$ cat src/verilog/parallel_host_bus_port_defines.svh
// constants for the device-side parallel host port
`ifndef PARALLEL_HOST_BUS_PORT_DEFINES_SVH
`define PARALLEL_HOST_BUS_PORT_DEFINES_SVH

`define PHP_DATA_W      8
`define PHP_LOW_W       7
`define PHP_STATUS_W    24
`define PHP_SYNC_W      22

// positions inside the synchronised pin vector
`define PHP_SV_DATA_LSB 0
`define PHP_SV_DATA_MSB 7
`define PHP_SV_LOW_LSB  8
`define PHP_SV_LOW_MSB  14
`define PHP_SV_LATCH    15
`define PHP_SV_WRITE    16
`define PHP_SV_READ     17
`define PHP_SV_CS       18
`define PHP_SV_STYLE    19
`define PHP_SV_MULTI    20
`define PHP_SV_TEST     21

// read and write strobes and select idle high after reset, address latch strobe low
`define PHP_SYNC_RST    22'h070000
`define PHP_DATA_RST    8'h00
`define PHP_OEN_RST     1'b1
`define PHP_INT_LEVEL   1'b0

`endif
$ cat src/verilog/host_port_pkg.sv
// types shared by the parallel host port
package host_port_pkg;
   typedef enum logic [2:0] {
      ST_IDLE  = 3'b001,
      ST_READ  = 3'b010,
      ST_WRITE = 3'b100
   } access_state_e;

   typedef logic [7:0] port_byte_t;
endpackage : host_port_pkg

$ cat src/verilog/host_pin_sync.sv
// two-stage synchroniser for the port pins
`timescale 1ns/1ps
`include "parallel_host_bus_port_defines.svh"

module host_pin_sync (
   input  wire logic                   clk_sys,
   input  wire logic                   sys_rst,
   input  wire logic [`PHP_SYNC_W-1:0] pinsAsync,
   output logic      [`PHP_SYNC_W-1:0] pinsSync
);
   localparam logic [`PHP_SYNC_W-1:0] RST_VAL = `PHP_SYNC_RST;

   logic [`PHP_SYNC_W-1:0] stage1_q;
   logic [`PHP_SYNC_W-1:0] stage2_q;

   for (genvar i = 0; i < `PHP_SYNC_W; i++) begin : g_bit
      always_ff @(posedge clk_sys) begin
         if (sys_rst) begin
            stage1_q[i] <= RST_VAL[i];
            stage2_q[i] <= RST_VAL[i];
         end else begin
            stage1_q[i] <= pinsAsync[i];
            stage2_q[i] <= stage1_q[i];
         end
      end
   end

   assign pinsSync = stage2_q;
endmodule : host_pin_sync

$ cat src/verilog/host_strobe_decode.sv
// turns strobe pins into read and write requests per bus style
`timescale 1ns/1ps

module host_strobe_decode (
   input  wire logic multiplexed,
   input  wire logic styleStrobe,
   input  wire logic chipSelectN,
   input  wire logic readLevel,
   input  wire logic writeLevel,
   output logic      readReq,
   output logic      writeReq
);
   function automatic logic levelOn(input logic level, input logic activeHigh);
      levelOn = activeHigh ? level : !level;
   endfunction : levelOn

   logic selected;
   logic readOn;
   logic writeOn;

   assign selected = !chipSelectN;
   // data strobe is active high only with separate address lines
   assign readOn   = levelOn(readLevel, styleStrobe && !multiplexed);
   assign writeOn  = levelOn(writeLevel, 1'b0);

   always_comb begin
      if (styleStrobe) begin
         readReq  = selected && readOn && !writeOn;
         writeReq = selected && readOn && writeOn;
      end else begin
         // both strobes at once is refused
         readReq  = selected && readOn && !writeOn;
         writeReq = selected && writeOn && !readOn;
      end
   end
endmodule : host_strobe_decode

$ cat src/verilog/parallel_host_bus_port.sv
// device-side parallel host port: pin capture, access sequencing, interrupt pin
`timescale 1ns/1ps
`include "parallel_host_bus_port_defines.svh"

module parallel_host_bus_port (
   input  wire logic                     clk_sys,
   input  wire logic                     sys_rst,
   input  wire logic                     testPin,
   input  wire logic                     busMultiplexSelect,
   input  wire logic                     busStyleSelect,
   input  wire logic                     chipSelectN,
   input  wire logic                     readStrobe,
   input  wire logic                     writeStrobeN,
   input  wire logic                     addressLatchStrobe,
   input  wire logic [`PHP_LOW_W-1:0]    lowAddressLines,
   input  wire logic [`PHP_DATA_W-1:0]   sharedDataLinesIn,
   output logic      [`PHP_DATA_W-1:0]   sharedDataLinesOut,
   output logic                          sharedDataLinesOeN,
   output logic                          intPinOut,
   output logic                          intPinOeN,
   output logic      [`PHP_DATA_W-1:0]   regAddr,
   output logic      [`PHP_DATA_W-1:0]   regWrData,
   output logic                          regWrStrobe,
   output logic                          regRdStrobe,
   input  wire logic [`PHP_DATA_W-1:0]   regRdData,
   input  wire logic [`PHP_STATUS_W-1:0] statusFlags,
   input  wire logic [`PHP_STATUS_W-1:0] statusMask
);

   // synchronised pins
   logic [`PHP_SYNC_W-1:0] pinsSync;
   logic                   testS;
   logic                   multiS;
   logic                   styleS;
   logic                   csNS;
   logic                   readS;
   logic                   writeS;
   logic                   latchS;
   logic [`PHP_LOW_W-1:0]  lowS;
   logic [`PHP_DATA_W-1:0] dataS;

   // decoded requests
   logic readReq;
   logic writeReq;

   // access sequencing
   host_port_pkg::access_state_e state_q;
   host_port_pkg::access_state_e state_d;
   logic                         stIdle;
   logic                         stRead;
   logic                         stWrite;

   logic                   latchPrev_q;
   logic                   latchRise;
   logic [`PHP_DATA_W-1:0] latchedAddr_q;
   logic [`PHP_DATA_W-1:0] accessAddr;

   logic [`PHP_DATA_W-1:0] regAddr_q;
   logic [`PHP_DATA_W-1:0] regWrData_q;
   logic                   regWrStrobe_q;
   logic                   regRdStrobe_q;
   logic [`PHP_DATA_W-1:0] dataOut_q;
   logic                   dataOeN_q;
   logic                   intOut_q;
   logic                   intOeN_q;
   logic                   intPending;

   host_pin_sync u_sync (
      .clk_sys   (clk_sys),
      .sys_rst   (sys_rst),
      .pinsAsync ({testPin,
                   busMultiplexSelect,
                   busStyleSelect,
                   chipSelectN,
                   readStrobe,
                   writeStrobeN,
                   addressLatchStrobe,
                   lowAddressLines,
                   sharedDataLinesIn}),
      .pinsSync  (pinsSync)
   );

   assign testS  = pinsSync[`PHP_SV_TEST];
   assign multiS = pinsSync[`PHP_SV_MULTI];
   assign styleS = pinsSync[`PHP_SV_STYLE];
   assign csNS   = pinsSync[`PHP_SV_CS];
   assign readS  = pinsSync[`PHP_SV_READ];
   assign writeS = pinsSync[`PHP_SV_WRITE];
   assign latchS = pinsSync[`PHP_SV_LATCH];
   assign lowS   = pinsSync[`PHP_SV_LOW_MSB:`PHP_SV_LOW_LSB];
   assign dataS  = pinsSync[`PHP_SV_DATA_MSB:`PHP_SV_DATA_LSB];

   host_strobe_decode u_decode (
      .multiplexed (multiS),
      .styleStrobe (styleS),
      .chipSelectN (csNS),
      .readLevel   (readS),
      .writeLevel  (writeS),
      .readReq     (readReq),
      .writeReq    (writeReq)
   );

   assign stIdle  = (state_q == host_port_pkg::ST_IDLE);
   assign stRead  = (state_q == host_port_pkg::ST_READ);
   assign stWrite = (state_q == host_port_pkg::ST_WRITE);

   // address demultiplexing
   assign latchRise = latchS && !latchPrev_q;

   always_ff @(posedge clk_sys) begin
      if (sys_rst) begin
         latchPrev_q <= 1'b0;
      end else begin
         latchPrev_q <= latchS;
      end
   end

   always_ff @(posedge clk_sys) begin
      if (sys_rst) begin
         latchedAddr_q <= `PHP_DATA_RST;
      end else if (multiS && latchRise) begin
         latchedAddr_q <= dataS;
      end
   end

   // low address lines play no part when multiplexed
   always_comb begin
      if (multiS) begin
         accessAddr = latchedAddr_q;
      end else begin
         accessAddr = {latchS, lowS};
      end
   end

   // access state machine
   always_comb begin
      state_d = state_q;
      case (state_q)
         host_port_pkg::ST_IDLE: begin
            if (readReq) begin
               state_d = host_port_pkg::ST_READ;
            end else if (writeReq) begin
               state_d = host_port_pkg::ST_WRITE;
            end
         end
         host_port_pkg::ST_READ: begin
            if (!readReq) begin
               state_d = host_port_pkg::ST_IDLE;
            end
         end
         host_port_pkg::ST_WRITE: begin
            if (!writeReq) begin
               state_d = host_port_pkg::ST_IDLE;
            end
         end
         default: begin
            state_d = host_port_pkg::ST_IDLE;
         end
      endcase
   end

   always_ff @(posedge clk_sys) begin
      if (sys_rst) begin
         state_q <= host_port_pkg::ST_IDLE;
      end else begin
         state_q <= state_d;
      end
   end

   // address for the core, taken at the start of an access
   always_ff @(posedge clk_sys) begin
      if (sys_rst) begin
         regAddr_q <= `PHP_DATA_RST;
      end else if (stIdle && (readReq || writeReq)) begin
         regAddr_q <= accessAddr;
      end
   end

   // one-cycle read request to the core
   always_ff @(posedge clk_sys) begin
      if (sys_rst) begin
         regRdStrobe_q <= 1'b0;
      end else begin
         regRdStrobe_q <= stIdle && readReq;
      end
   end

   // write data follows the bus until the strobe ends
   always_ff @(posedge clk_sys) begin
      if (sys_rst) begin
         regWrData_q <= `PHP_DATA_RST;
      end else if (stWrite && writeReq) begin
         regWrData_q <= dataS;
      end
   end

   // commit on the trailing edge of the write
   always_ff @(posedge clk_sys) begin
      if (sys_rst) begin
         regWrStrobe_q <= 1'b0;
      end else begin
         regWrStrobe_q <= stWrite && !writeReq;
      end
   end

   // read data drive, released outside a read or under test
   always_ff @(posedge clk_sys) begin
      if (sys_rst) begin
         dataOut_q <= `PHP_DATA_RST;
         dataOeN_q <= `PHP_OEN_RST;
      end else begin
         if (stRead && readReq) begin
            dataOut_q <= regRdData;
         end
         dataOeN_q <= !(stRead && readReq) || testS;
      end
   end

   // open-drain interrupt
   assign intPending = |(statusFlags & statusMask);

   always_ff @(posedge clk_sys) begin
      if (sys_rst) begin
         intOut_q <= `PHP_INT_LEVEL;
         intOeN_q <= `PHP_OEN_RST;
      end else begin
         intOut_q <= `PHP_INT_LEVEL;
         intOeN_q <= !intPending || testS;
      end
   end

   assign sharedDataLinesOut = dataOut_q;
   assign sharedDataLinesOeN = dataOeN_q;
   assign intPinOut          = intOut_q;
   assign intPinOeN          = intOeN_q;
   assign regAddr            = regAddr_q;
   assign regWrData          = regWrData_q;
   assign regWrStrobe        = regWrStrobe_q;
   assign regRdStrobe        = regRdStrobe_q;
endmodule : parallel_host_bus_port

$ cat config.mk
export PLATFORM = sky130hd
export DESIGN_NAME = parallel_host_bus_port
export DESIGN_NICKNAME = d
export VERILOG_FILES = /design/src/verilog/host_port_pkg.sv /design/src/verilog/host_pin_sync.sv /design/src/verilog/host_strobe_decode.sv /design/src/verilog/parallel_host_bus_port.sv
export VERILOG_INCLUDE_DIRS = /design/src /design/src/verilog
export SDC_FILE = /design/constraint.sdc
export NUM_CORES = 1
export LEC_CHECK = 0
export BUFFER_PORTS_ARGS = -buffer_cell sky130_fd_sc_hd__buf_4
export CAP_MARGIN = 20
export CELL_PAD_IN_SITES_DETAIL_PLACEMENT = 1
export CELL_PAD_IN_SITES_GLOBAL_PLACEMENT = 2
export CORE_UTILIZATION = 26
export DETAILED_ROUTE_END_ITERATION = 12
export GPL_TIMING_DRIVEN = 0
export PLACE_DENSITY = 0.81
export SKIP_CTS_REPAIR_TIMING = 1
export SYNTH_ARGS = -nofsm -noshare
export SYNTH_HDL_FRONTEND = slang
export SYNTH_HIERARCHICAL = 1
export SYNTH_SLANG_ARGS = --single-unit
$ cat constraint.sdc
create_clock -name clk_sys -period 1.5 [get_ports clk_sys]
set_input_delay 0.075 -clock clk_sys [delete_from_list [all_inputs] [get_ports clk_sys]]
set_output_delay 0.075 -clock clk_sys [all_outputs]
set_load 0.02 [all_outputs]
==> metrics <==
clk_lat worst skew 0.35 ns; # placed instances 517; Netlist cell types 34; Leak Pwr 1.97 nW; Synth Area in Compound Gates 8.12%; Worst Path Required 1.77 ns; P&R area growth vs syn 60.2%; most common cell after layout, fill and taps aside buf_4; first-pass GRT wire length 10.9 mm; failing checks setup timing; sequential power share 50.5%; CP max-delay cell dfxtp_2; clk_skew 0.00898 ns; Pre-Repair DR Iteration Count 4; utilization after layout 42.6%; Comb pwr share 9.6%; crit-path max FO 5; Synth Register Bits 84; Die Y 107 um; slew margin rel. 55.9%; CP Cell Sequence buf_12, nand2b_4, xnor2_2, nor3b_2, nor2_2, nor3_4, buf_6, buf_6, nor2_1, a211oi_2; M2 GR Usage 21.8%; Synth Area in Simple Gates 21.4%; Ports 109; Hold WC Path Type in -> reg; Switching Fraction 22.1%; total core area 0.0108 mm2; DRC viols 0; row count 38; Async SR Flop Fraction 0%; Seq/Total Area, Yosys 58.3%; Peak VDD IR 0.615 mV; Final #Nets 509; count of final max-slew check failures 0; CP Launch Type flip-flop; 1st-iter DRT viols 59; Initial Utilization 26.6%; DRT antenna net count 0; Final WS setup -0.193 ns; synth warn 6; RSZ-0062 raised after global routing true; CTS tree built; # diodes 0; Hold Worst Slack 0.0349 ns; Int Pwr 3.58 mW; mean area per synthesized cell 10.7 um2; drt via density 4.23; Die Footprint 0.0115 mm2; Syn Inst Count 270; Post-Syn Nets 350; number of I/O port buffers 107; clock buffer depth 2; critical path's largest stage delay 0.37 ns; most frequent cells in the layout buf_4, dfxtp_1, nor2b_1; # Max-Cap Violations 0; die width 107 um; share of layout cells above drive strength 1 39.9%; DR vias 2,430; Post-synth EDFFs 0; post-synthesis mux area share 8.33%; XOR/XNOR share of the synthesized area 0.608%; CTS clk-pin slew, worst paths 0.09 ns; placed cell area 0.00388 mm2; P per Cell Area 995 mW/mm2; met1 usage 14.0%; Tmin final 1.69 ns; main combinational cell family by area after synthesis simple AND/OR/NAND/NOR gates; Worst Path Arrival 1.97 ns; largest net degree at the start of global routing 16; non-filler cells, final 574; post-route cell area 0.00462 mm2; outcome finished with violations; GPL Wtd Cong 0.724; grt ovf 0; CP dominant cell by count buf_6; Clk network pwr share 39.8%; final period utilization 113%; crit path capture type flip-flop; # clock sinks 84; FMAX 591 MHz; met3 GRT Util 3.63%; Synth Area in Adders 0%; Tot GR Track Use 12.3%; total CTS buffers 9; WL per Instance 13.3 um; final setup vio count 26; switching power 1.02 mW; wirelength, routed 7.61 mm; initial antenna violation count 0; Worst Max-Slew Pin Slew 0.662 ns; H-tree depth 3; Final Hold Vio Count 0; HPWL Detailed 5.19 mm; Root Buffer clkbuf_8; ys flop type dfxtp_1; vias in the first global route 2,329; most crowded layer after global routing met2; CP Class reg -> reg; Synth Cell Area 0.00288 mm2
==> per-layer routing <==
metal	wire, um	up-vias
met5	0	-
met4	71	0
met3	360	8
met2	3970	67
met1	3210	1134
li1	-	1221
==> power groups by stage <==
stage                     clock (mW)  combinational [mW]  sequential, mW
after floorplan                    0               0.129            2.37
after global placement             0               0.340            2.37
after detailed placement           0               0.350            2.37
after CTS                       1.90               0.351            2.32
after global routing            1.98               0.480            2.33
final                           1.83               0.443            2.32
==> cell families after synthesis <==
logic type / after synthesis
AO/OA/AOI/OAI: 33
flip-flops: 84
XOR/XNOR: 2
AND/OR/NAND/NOR: 112
other: 1
multiplexers: 24
buffers and inverters: 14
==> final timing paths <==
check	start	to	slack (ns)	cells past startpoint
setup / recovery	u_sync/pinsSync[19]	regAddr[6]	-0.19	10
hold / removal	statusMask[20]	intPinOeN	0.03	4
setup reg to reg	u_sync/pinsSync[19]	regAddr[6]	-0.19	10
hold reg to reg	u_sync/stage1_q[18]	u_sync/pinsSync[18]	0.42	1
==> critical path: cells and delay by family (launching register included) <==
family | cells | cell delay (ns)
AOI/OAI and AO/OA | 1 | 0.13
xor gates and xnor gates | 1 | 0.13
buffers and inverters | 3 | 0.40
DFF | 1 | 0.37
and+or+nand+nor | 5 | 0.58
==> stage by stage <==
stage	total power, mW	TNS (ns)	setup slack [ns]
global placement	2.71	-4.96	-0.279
CTS	4.57	-6.16	-0.345
detailed placement	2.72	-5.72	-0.334
floorplan	2.50	-0.0609	-0.0147
finish	4.59	-3.63	-0.193
global route	4.79	-6.04	-0.270
==> sequential cells by signal, indices dropped and copies added (netlist names) <==
signal / count
u_sync/pinsSync: 22
u_sync/stage1_q: 22
latchedAddr_q: 8
regAddr: 8
regWrData: 8
sharedDataLinesOut: 8
state_q: 3
intPinOeN: 1
latchPrev_q: 1
regRdStrobe: 1
regWrStrobe: 1
sharedDataLinesOeN: 1
==> synth_stat cells (all sizes together), types with 2 or more instances <==
cell type | n | area [um2]
nand2b | 3 | 26.3
or2 | 6 | 37.5
o21ai | 2 | 10.0
a211oi | 8 | 70.1
a22oi | 12 | 90.1
dfxtp | 84 | 1680
nand4 | 3 | 18.8
nor2 | 28 | 105
and3 | 2 | 12.5
nor3b | 2 | 25.0
nor3 | 2 | 21.3
clkbuf | 3 | 11.3
nor2b | 41 | 257
buf | 11 | 77.6
mux2i | 24 | 240
nand2 | 20 | 75.1
a21oi | 9 | 48.8
==> cell type report <==
cell class              instances  area (um2)
repair buffers                149        1230
clock inverters                 6        93.8
multi-input cells             172        1210
clock buffers                  10         138
flip-flops and latches         84        1680
well taps                     140         175
fillers                      1229        6220
plain buffers                  13        82.6
No activity file was read; power rests on OpenSTA's default activity.
